==> config.mk <==
export PLATFORM = sky130hd
export DESIGN_NAME = alfc_list_flow
export DESIGN_NICKNAME = d
export VERILOG_FILES = /design/src/alfc_pkg.sv /design/src/alfc_list_flow.sv
export VERILOG_INCLUDE_DIRS = /design/src
export SDC_FILE = /design/constraint.sdc
export NUM_CORES = 1
export LEC_CHECK = 0
export ABC_AREA = 0
export BUFFER_PORTS_ARGS = -buffer_cell sky130_fd_sc_hd__buf_2
export CAP_MARGIN = 0
export CORE_UTILIZATION = 51
export CTS_BUF_LIST = sky130_fd_sc_hd__clkbuf_8
export DETAILED_ROUTE_END_ITERATION = 10
export HOLD_SLACK_MARGIN = 0.02
export PLACE_DENSITY = 0.88
export SLEW_MARGIN = 20
export SYNTH_ARGS = -nofsm -noshare
export SYNTH_HDL_FRONTEND = slang
export SYNTH_SLANG_ARGS = --single-unit
==> constraint.sdc <==
create_clock -name clk_sys_i -period 3.3 [get_ports clk_sys_i]
set_clock_uncertainty 0.15 [all_clocks]
set_input_delay 0.165 -clock clk_sys_i [delete_from_list [all_inputs] [get_ports clk_sys_i]]
set_output_delay 0.165 -clock clk_sys_i [all_outputs]
set_load 0.05 [all_outputs]
==> src/alfc_cfg.svh <==
// Purpose: constants for the list flow and interrupt control block
// Assumes: included by the package and the design module
// Notes: widths and encodings only
`ifndef ALFC_CFG_SVH
`define ALFC_CFG_SVH
`define ALFC_ACC_BUS 2'h1
`define ALFC_ACC_INT 2'h2
`define ALFC_ACC_BOTH 2'h3
`define ALFC_CONV_FLAGS 16
`define ALFC_EOL_BIT 0
`define ALFC_ERR_DBE 8'h08
`define ALFC_IDX_W 8
`define ALFC_IDX_TOP 8'h00
`define ALFC_IDX_ONE 8'h01
`define ALFC_CMD_W 2
`define ALFC_CMD_NORM 2'h0
`define ALFC_CMD_EOS 2'h1
`define ALFC_CMD_EOL 2'h2
`define ALFC_CMD_BAD 2'h3
`endif

==> src/alfc_pkg.sv <==
// Purpose: types for the list flow and interrupt control block
// Assumes: alfc_cfg.svh holds the numbers
// Notes: flow request bundle and error flag bundle
`default_nettype none
`include "alfc_cfg.svh"
package alfc_pkg;
	typedef struct packed {
		logic seq_abort;
		logic trigger;
		logic restart;
		logic load_ok;
	} alfc_flow_type;
	typedef struct packed {
		logic illegal_list_access_error;
		logic invalid_command_error;
		logic end_of_list_error;
		logic trigger_overrun_error;
		logic double_bit_memory_error;
		logic unexpected_restart_error;
		logic load_ok_error;
		logic conversion_flag_overflow;
	} alfc_err_type;
	typedef struct packed {
		logic done;
		logic [`ALFC_CMD_W-1:0] kind;
		logic [3:0] flag_sel;
	} alfc_conv_type;
endpackage : alfc_pkg
`default_nettype wire

==> src/alfc_list_flow.sv <==
// Purpose: list buffering, start sequence, flow control and interrupts
// Assumes: conversion engine reports each stored result as conv_i.done
// Notes: one clock, synchronous active low reset, no register bus
`timescale 1ns/100ps
`default_nettype none
`include "alfc_cfg.svh"
module alfc_list_flow (
	input wire logic clk_sys_i,
	input wire logic reset_n_i,
	input wire logic enable_i,
	input wire logic soft_reset_i,
	input wire logic trigger_mode_i,
	input wire logic [1:0] flow_access_config_i,
	input wire logic command_list_buffer_mode_i,
	input wire logic result_list_buffer_mode_i,
	input wire alfc_pkg::alfc_flow_type bus_flow_i,
	input wire alfc_pkg::alfc_flow_type int_flow_i,
	input wire alfc_pkg::alfc_conv_type conv_i,
	input wire alfc_pkg::alfc_err_type err_event_i,
	input wire logic [15:0] conv_int_enable_i,
	input wire logic abort_int_enable_i,
	input wire logic [7:0] err_int_enable_i,
	input wire logic [15:0] conv_flag_clear_i,
	input wire logic abort_flag_clear_i,
	input wire logic [7:0] err_flag_clear_i,
	output logic powered_o,
	output logic running_o,
	output logic halted_o,
	output logic start_conv_o,
	output logic load_command_o,
	output logic command_list_select_o,
	output logic result_list_select_o,
	output logic [`ALFC_IDX_W-1:0] command_index_o,
	output logic [`ALFC_IDX_W-1:0] result_index_o,
	output alfc_pkg::alfc_flow_type flow_bits_o,
	output logic [15:0] conv_flags_o,
	output logic abort_done_flag_o,
	output alfc_pkg::alfc_err_type err_flags_o,
	output logic [1:0] intermediate_result_info_o,
	output logic [1:0] end_of_list_result_info_o,
	output logic conv_irq_o,
	output logic abort_irq_o,
	output logic err_irq_o,
	output logic machine_exception_o
);
	import alfc_pkg::*;

	typedef enum logic [1:0] {ST_IDLE, ST_LOAD, ST_WAIT, ST_CONV}
		alfc_state_type;

	alfc_state_type state_r, state_nxt;
	alfc_flow_type flow_r;
	alfc_err_type err_r;
	logic [15:0] conv_flags_r;
	logic abort_done_r;
	logic cmd_sel_r, res_sel_r, res_swap_pend_r;
	logic [`ALFC_IDX_W-1:0] cidx_r, ridx_r;
	logic [1:0] imd_info_r, eol_info_r;

	// flow requests gated by the access field
	wire bus_ok = flow_access_config_i[0];
	wire int_ok = flow_access_config_i[1];
	wire req_sequence_abort_bit = (bus_ok & bus_flow_i.seq_abort) |
		(int_ok & int_flow_i.seq_abort);
	wire req_trigger_bit = (bus_ok & bus_flow_i.trigger) |
		(int_ok & int_flow_i.trigger);
	wire req_restart_request_bit = (bus_ok & bus_flow_i.restart) |
		(int_ok & int_flow_i.restart);
	wire req_load_ok_bit = (bus_ok & bus_flow_i.load_ok) |
		(int_ok & int_flow_i.load_ok);

	// severe errors and memory fault halt: state and flow bits clear, list selects and indices hold
	wire halt = err_r.illegal_list_access_error |
		err_r.invalid_command_error | err_r.end_of_list_error |
		err_r.trigger_overrun_error | err_r.double_bit_memory_error;
	wire active = enable_i & ~halt;
	wire busy = (state_r == ST_CONV);
	wire is_eol = conv_i.done & (conv_i.kind == `ALFC_CMD_EOL);
	wire is_eos = conv_i.done & (conv_i.kind == `ALFC_CMD_EOS);
	// abort completes at the conversion boundary
	wire abort_done = flow_r.seq_abort & (~busy | conv_i.done);
	wire list_end = is_eol | abort_done;
	// restart while busy aborts first and flags it
	wire restart_request_bit_unexp = req_restart_request_bit & busy & ~flow_r.seq_abort & ~req_sequence_abort_bit;
	// trigger while a restart or an earlier trigger is still pending is an overrun
	wire trigger_bit_ovr = req_trigger_bit & (flow_r.trigger | flow_r.restart);
	// restart events only execute while not converting and with no abort pending
	wire do_restart = active & flow_r.restart & ~busy & ~flow_r.seq_abort;
	// list one is only reachable in double mode
	wire cmd_swap = do_restart & flow_r.load_ok & command_list_buffer_mode_i;
	wire auto_trigger_bit = do_restart & trigger_mode_i;
	wire start = active & flow_r.trigger & (state_r == ST_WAIT);
	wire load_ok_bit_bad = req_load_ok_bit & ~req_restart_request_bit;
	wire [3:0] fsel = conv_i.flag_sel;
	wire [15:0] conv_set = (conv_i.done & active & (fsel != 4'h0)) ?
		(16'h0001 << fsel) : 16'h0000;
	wire [15:0] eol_set = is_eol & active ? 16'h0001 : 16'h0000;
	wire [15:0] conv_new = conv_set | eol_set;
	wire conv_ovr = |(conv_new & conv_flags_r);
	alfc_err_type err_set;

	always_comb begin
		err_set = err_event_i;
		err_set.trigger_overrun_error = err_event_i.trigger_overrun_error |
			(active & trigger_bit_ovr);
		err_set.unexpected_restart_error =
			err_event_i.unexpected_restart_error | (active & restart_request_bit_unexp);
		err_set.load_ok_error = err_event_i.load_ok_error |
			(active & load_ok_bit_bad & ~trigger_mode_i);
		err_set.conversion_flag_overflow =
			err_event_i.conversion_flag_overflow | conv_ovr;
	end

	always_comb begin
		state_nxt = state_r;
		case (state_r)
			ST_IDLE: begin
				if (do_restart) begin
					state_nxt = ST_LOAD;
				end
			end
			ST_LOAD: begin
				state_nxt = ST_WAIT;
			end
			ST_WAIT: begin
				if (start) begin
					state_nxt = ST_CONV;
				end else if (do_restart) begin
					state_nxt = ST_LOAD;
				end
			end
			ST_CONV: begin
				if (abort_done) begin
					state_nxt = ST_IDLE;
				end else if (is_eol) begin
					// trigger mode wraps to top, restart mode idles
					state_nxt = trigger_mode_i ? ST_WAIT : ST_IDLE;
				end else if (is_eos) begin
					state_nxt = ST_WAIT;
				end
			end
			default: begin
				state_nxt = ST_IDLE;
			end
		endcase
	end

	// state and flow bits; soft reset restores operation
	always_ff @(posedge clk_sys_i) begin
		if (!reset_n_i || soft_reset_i || !active) begin
			state_r <= ST_IDLE;
		end else begin
			state_r <= state_nxt;
		end
	end

	always_ff @(posedge clk_sys_i) begin
		if (!reset_n_i || soft_reset_i || !active) begin
			flow_r <= '0;
		end else begin
			flow_r.seq_abort <= (flow_r.seq_abort & ~abort_done) |
				req_sequence_abort_bit | restart_request_bit_unexp;
			// restart and load-ok clear once the first command loads
			flow_r.restart <= (flow_r.restart & ~do_restart) |
				req_restart_request_bit;
			flow_r.load_ok <= (flow_r.load_ok & ~do_restart) |
				(req_load_ok_bit & req_restart_request_bit);
			flow_r.trigger <= (flow_r.trigger & ~start) | req_trigger_bit |
				auto_trigger_bit;
		end
	end

	// list selection and indices
	always_ff @(posedge clk_sys_i) begin
		if (!reset_n_i || soft_reset_i) begin
			cmd_sel_r <= 1'b0;
			res_sel_r <= 1'b0;
			res_swap_pend_r <= 1'b0;
			cidx_r <= `ALFC_IDX_TOP;
			ridx_r <= `ALFC_IDX_TOP;
		end else if (active) begin
			if (cmd_swap) begin
				cmd_sel_r <= ~cmd_sel_r;
			end
			// result swap is deferred to the first new result
			if (list_end) begin
				res_swap_pend_r <= 1'b1;
			end else if (conv_i.done && res_swap_pend_r) begin
				res_swap_pend_r <= 1'b0;
				res_sel_r <= ~res_sel_r;
			end
			if (do_restart || list_end) begin
				cidx_r <= `ALFC_IDX_TOP;
				ridx_r <= `ALFC_IDX_TOP;
			end else if (conv_i.done) begin
				cidx_r <= cidx_r + `ALFC_IDX_ONE;
				ridx_r <= ridx_r + `ALFC_IDX_ONE;
			end
		end
	end

	// sticky flags: a set in the clear cycle wins
	always_ff @(posedge clk_sys_i) begin
		if (!reset_n_i) begin
			conv_flags_r <= '0;
			abort_done_r <= 1'b0;
			err_r <= '0;
			imd_info_r <= 2'h0;
			eol_info_r <= 2'h0;
		end else begin
			conv_flags_r <= (conv_flags_r & ~conv_flag_clear_i) |
				conv_new;
			abort_done_r <= (abort_done_r & ~abort_flag_clear_i) |
				(active & abort_done);
			if (soft_reset_i) begin
				err_r <= '0;
			end else begin
				err_r <= (err_r & ~err_flag_clear_i) | err_set;
			end
			if (|conv_set) begin
				imd_info_r <= {cmd_sel_r, res_sel_r};
			end
			if (|eol_set) begin
				eol_info_r <= {cmd_sel_r, res_sel_r};
			end
		end
	end

	logic [7:0] err_vec;
	assign err_vec = err_r;
	assign powered_o = enable_i;
	assign running_o = busy;
	assign halted_o = halt;
	assign start_conv_o = start;
	assign load_command_o = (state_r == ST_LOAD);
	assign command_list_select_o = cmd_sel_r & command_list_buffer_mode_i;
	assign result_list_select_o = res_sel_r & result_list_buffer_mode_i;
	assign command_index_o = cidx_r;
	assign result_index_o = ridx_r;
	assign flow_bits_o = flow_r;
	assign conv_flags_o = conv_flags_r;
	assign abort_done_flag_o = abort_done_r;
	assign err_flags_o = err_r;
	assign intermediate_result_info_o = imd_info_r;
	assign end_of_list_result_info_o = eol_info_r;
	assign conv_irq_o = |(conv_flags_r & conv_int_enable_i);
	assign abort_irq_o = abort_done_r & abort_int_enable_i;
	// memory fault bit 3 excluded from the interrupt
	assign err_irq_o = |(err_vec & err_int_enable_i & ~`ALFC_ERR_DBE);
	assign machine_exception_o = err_r.double_bit_memory_error;
endmodule : alfc_list_flow
`default_nettype wire

== Word-level counts from Yosys, hierarchy flattened ==
Index checks and enable logic that the tools add are counted.
Word-level totals
  logic and storage cells: 154
  output and inout bits: 60
  bits in registers: 54
  input bits: 82
Cells by class
  mux-type cells: 15
  bitwise gates (word level): 88
  equal/unequal tests: 6
  shift-type cells: 1
  add/subtract/negate cells: 2
  reduce and logical (&&, ||, !) cells: 20
Operator list (count)
  $reduce_or 16->1: 4
  $and 16x16->16: 3
  $and 1x1->1: 42
  $mux 8: 4
  $or 1x1->1: 22
  $add 8x1->8 const B: 2
  $and 8x8->8: 2
  $mux 16: 1
  $not 16->16: 1
  $or 16x1->16: 1
  $or 16x16->16: 1
  $shl 1x4->16 const A: 1
  $not 1->1: 14
  $mux 2: 6
  $not 8->8: 1
  $or 8x8->8: 1
  $pmux 2 s4: 1
  $reduce_or 7->1: 1
  $eq 2x2->1 const B: 3
  $reduce_and 2->1: 3
  $eq 2x1->1 const B: 2
  $ne 4x1->1 const B: 1
  $reduce_bool 2->1: 2
  $reduce_bool 4->1: 1
  7 further kinds: 12

== Longest topological paths before layout ==
  depth in word-level cells: 14
  mapped depth: 7
  depth with buffers taken out: 5

== Worst setup path after synthesis ==
OpenSTA, ideal clock, no wires.
  path kind: reg2reg
  start: register flow_r, in the netlist flow_bits_o[3]
  end: register cidx_r[6], in the netlist command_index_o[6]
  buffers on the path: 1
  setup time: 116 ps
  setup slack: 1185 ps
  stages on the path, launching flop included: 7
  data required time: 3034 ps
  clock period less this slack: 2115 ps
  arrival: 1849 ps
  cell sequence: dfxtp_1 -> clkbuf_1 -> a2bb2oi_1 -> o2111ai_4 -> nor3_1 -> xnor2_1 -> nor2_2
On the way
  word-level cells in the longest chain between the ends: 5
  elaborated cells between the ends (all ways): 8
  classes of those cells: mux: 1; bitwise: 4; reduce/logical: 3
Ends and longest elaborated chain
  from (decl): line alfc_list_flow.sv:52  | alfc_flow_type flow_r;
  $and 1x1->1 / $not 1->1 (equally long branches): line alfc_list_flow.sv:81, alfc_list_flow.sv:88
  $or 1x1->1 / $and 1x1->1 (equally long branches): line alfc_list_flow.sv:82, alfc_list_flow.sv:88
  $logic_or 1x1->1 (*): line alfc_list_flow.sv:192  | if (do_restart || list_end) begin
  $reduce_bool 2->1 (no line)
  $reduce_and 2->1 (no line)
  to (signal assigned): line alfc_list_flow.sv:179  | cidx_r <= `ALFC_IDX_TOP;
  to (signal assigned): line alfc_list_flow.sv:193  | cidx_r <= `ALFC_IDX_TOP;
  to (signal assigned): line alfc_list_flow.sv:196  | cidx_r <= cidx_r + `ALFC_IDX_ONE;
  to (decl): line alfc_list_flow.sv:57  | logic [`ALFC_IDX_W-1:0] cidx_r, ridx_r;
Mark *: on every way between the ends. The rest lies on a longest branch, timed or not.
A chain may end at the register's enable or synchronous reset.

== Worst setup path after layout ==
  start: register err_r, in the netlist err_flags_o[7]
  end: register err_r, in the netlist err_flags_o[4]
On the way
  word-level cells in the longest chain between the ends: 9
Ends and longest elaborated chain
  from (decl): line alfc_list_flow.sv:53  | alfc_err_type err_r;
  from (signal assigned): line alfc_list_flow.sv:218  | err_r <= (err_r & ~err_flag_clear_i) | err_set;
  $or 1x1->1: line alfc_list_flow.sv:73  | wire halt = err_r.illegal_list_access_error |
  $or 1x1->1 (2 in series): line alfc_list_flow.sv:74  | err_r.invalid_command_error | err_r.end_of_list_error |
  $or 1x1->1: line alfc_list_flow.sv:75  | err_r.trigger_overrun_error | err_r.double_bit_memory_error;
  $not 1->1: line alfc_list_flow.sv:76  | wire active = enable_i & ~halt;
  $and 1x1->1: line alfc_list_flow.sv:76
  $and 1x1->1: line alfc_list_flow.sv:105  | (active & trigger_bit_ovr);
  $or 1x1->1: line alfc_list_flow.sv:104  | err_set.trigger_overrun_error = err_event_i.trigger_overrun_error |
  $or 8x8->8: line alfc_list_flow.sv:218
Every way passes these cells.

==> impl_metrics.tcl <==
set metrics [dict create \
    status "complete, no violations" \
    max_slew_margin 0.5974 \
    fp.dieH_microns 76.07 \
    diodes 0 \
    multiInputGateArea_sq_um 1569 \
    vias 3074 \
    cts_tree "done" \
    synth_top_area_frac 0.3864 \
    yosys-top-cells-area "dfxtp_1 (39%), a21oi_1 (4.5%), nor2b_1 (4.2%)" \
    synth.distinct_cells 60 \
    start_kind "flop" \
    synth_area_per_cell_sq_um 8.452 \
    pwr-share-seq 0.494 \
    overflow 0 \
    post-route-period-util 0.6796 \
    crit_path_max_fanout 8 \
    critical_path_arrival_ns 2.34 \
    final_nets 573 \
    grt_max_degree 24 \
    gp_congestion 0.8810 \
    power_density_nw_per_um2 350.1 \
    cts.htree.levels 2 \
    cts_made_buffers 5 \
    rsz0062_at_grt "no" \
    die_w_microns 76.07 \
    p_int_uw 981.2 \
    cp.required_ns 3.40 \
    cpPeakStageDelay_ns 0.57 \
    netSwitchingFraction 0.2760 \
    syn_to_final_growth_pct 38.37 \
    worstMarginPinSlew_ns 0.6039 \
    p_clk_frac 0.335 \
    core_sq_um 5205 \
    hpwl_mm 5.995 \
    clk-insertion-delay-late_ns 0.32 \
    max-cap-violations 0 \
    cts_setup_buffers 0 \
    criticalPathCategory "flop to flop" \
    crit_chain "nor4_4, and3_2, a221oi_1, dlygate4sd3_1, nor2_1" \
    ir_drop_mv 0.2475 \
    yosys.area.top_type "dfxtp_1" \
    start_util 0.5375 \
    leakage_uw 0.001733 \
    yosysWarningCount 0 \
    antenna_found_initial 0 \
    ys.flop_type "dfxtp_1" \
    max_freq_mhz 445.9 \
    power.share.combinational 0.172 \
    drive_above_1_share 0.3388 \
    row_count 26 \
    cts_sinks 54 \
    drcViolationCount 0 \
    min_period_ns 2.243 \
    cp-end-kind "flop" \
    first_global_vias 2954 \
    syn_inst 331 \
    finalMaxSlewViolations 0 \
    die-area_sq_um 5786 \
    ff_latch_area_sq_um 1081 \
    syn_area_sq_um 2798 \
    yosysSeqAreaShare 0.3864 \
    timing.hold.ws_ns 0.02588 \
    grt_pass1_wl_mm 13.87 \
    synth_enable_flop_cells 0 \
    drtAntennaViolNets 0 \
    final-hold-violation-count 0 \
    p_switching_uw 374.0 \
    port_buffers 140 \
    drt-initial-drc-count 265 \
    tns_ns 0 \
    path_clk_slew_ns 0.09 \
    hp-class "primary input to flop" \
    viasPerCell 5.489 \
    drt-total-wl_mm 8.522 \
    grtUsageTotal 0.2954 \
    fin_util 0.7438 \
    dr.pass1.iters 5 \
    ys_ff_latch 54 \
    slowest_stage "nor4_4" \
    final-setup-viol-count 0 \
    wl_per_cell_microns 15.22 \
    async_reset_ff_frac 0 \
    num_io_pins 142 \
    synth_nets 415 \
    final.fill_count 382 \
    cts_buffer_depth 2 \
    root_buffer "clkbuf_8" \
]
worst max-delay path, delay by kind of cell, from the launching register on:
kind | cells | cell delay [ns]
AO/OA/AOI/OAI | 1 | 0.09
flip-flops | 1 | 0.38
AND/OR/NAND/NOR | 3 | 0.99
buffers and inverters | 1 | 0.57
layout make-up:
cell class	count	area share
Multi-Input combinational cell	242	0.4053
Sequential cell	54	0.2793
Timing Repair Buffer	164	0.2424
Tap cell	70	0.02262
Inverter	22	0.02133
Clock buffer	5	0.01778
Clock inverter	3	0.01131
logic make-up after synthesis:
group / count (synthesis) / synth area share
DFF: 54 / 0.3864
xor gates and xnor gates: 12 / 0.03757
AOI/OAI and AO/OA: 79 / 0.1977
adders and majority gates: 2 / 0.008943
buffers and inverters: 35 / 0.05277
and+or+nand+nor: 142 / 0.2912
muxes: 7 / 0.02549
metal layers:
layer | part of all wire | GRT usage
met5 | 0 | 0
met4 | 0.028 | 0.1346
met3 | 0.083 | 0.06826
met2 | 0.47 | 0.4964
met1 | 0.42 | 0.3589
cell usage after synthesis (2+ instances only):
master,instances
ha_1,2
clkbuf_1,9
and2_1,14
nand4b_1,2
nor2b_1,19
nand4_1,8
or2_0,3
a22oi_1,6
a32oi_1,2
xor2_1,6
nor3_2,2
buf_4,2
o21ai_0,4
dfxtp_1,54
and3_1,6
mux2i_1,6
nand3_1,10
nor2_2,4
a221oi_1,5
a31oi_1,3
xnor2_1,6
nand2b_1,6
a21oi_1,25
nor2_1,28
nand2_1,22
nor3_1,4
nand3b_1,4
a22o_1,5
o21a_1,3
inv_1,22
o22ai_1,10
sequential cells by signal, summed over array words and instances, names as in the netlist:
name,count
conv_flags_o,16
command_index_o,8
result_index_o,8
err_flags_o,7
flow_bits_o,4
end_of_list_result_info_o,2
intermediate_result_info_o,2
state_r,2
abort_done_flag_o,1
cmd_sel_r,1
machine_exception_o,1
res_sel_r,1
res_swap_pend_r,1
power groups by stage:
stage / Combinational (uW) / Sequential (uW) / Clock, uW
final: 232 / 669 / 454
after global routing: 249 / 670 / 488
after CTS: 228 / 669 / 461
after detailed placement: 205 / 684 / 0
after global placement: 200 / 683 / 0
after floorplan: 100 / 707 / 0
cells in the final DEF, fill, tap and decap left out, types with 2 or more instances in the layout:
cell type | synthesis | final
o21ai_0 | 4 | 4
nand2_1 | 22 | 22
nor3_1 | 4 | 4
inv_1 | 22 | 22
buf_2 | 1 | 140
and2_1 | 14 | 14
xnor2_1 | 6 | 6
nand4b_1 | 2 | 2
o21a_1 | 3 | 3
nand3b_1 | 4 | 4
dfxtp_1 | 54 | 54
nor2b_1 | 19 | 19
o22ai_1 | 10 | 10
mux2i_1 | 6 | 6
nor2_1 | 28 | 28
a31oi_1 | 3 | 3
clkbuf_8 | 0 | 5
a32oi_1 | 2 | 2
a22oi_1 | 6 | 6
nor2_2 | 4 | 4
a21oi_1 | 25 | 25
nand2b_1 | 6 | 6
and3_1 | 6 | 6
nand4_1 | 8 | 8
or2_0 | 3 | 3
a22o_1 | 5 | 5
xor2_1 | 6 | 6
dlygate4sd3_1 | 0 | 23
a221oi_1 | 5 | 5
nand3_1 | 10 | 10
nor3_2 | 2 | 2
ha_1 | 2 | 2
worst paths after layout:
kind	startpoint	end	slack [ns]	cells after the start
worst max-delay path	err_flags_o[7]	err_flags_o[4]	1.06	5
worst min-delay path	err_flag_clear_i[1]	err_flags_o[1]	0.03	4
worst max register to register	err_flags_o[7]	err_flags_o[4]	1.06	5
worst min register to register	command_index_o[2]	command_index_o[2]	0.37	2
through the flow:
| step | power, uW | instances | worst slack [ns] | cell area [sq um] |
|---|---|---|---|---|
| final | 1355 | 560 | 1.057 | 3871 |
| after global routing | 1408 | 560 | 0.9356 | 3871 |
| after CTS | 1357 | 560 | 1.118 | 3871 |
| after detailed placement | 888.5 | 529 | 1.248 | 3528 |
| after global placement | 883.7 | 529 | 1.320 | 3528 |
| after floorplan | 807.2 | 331 | 1.185 | 2798 |
what timing repair did:
item                                    4_1_cts  5_1_grt
hold buffers                                 23        0
gates resized for setup                       0        0
endpoints found under the setup margin        0        0
hold endpoints to repair                     18        0
Note: power is estimated with default switching activity, not from simulation.
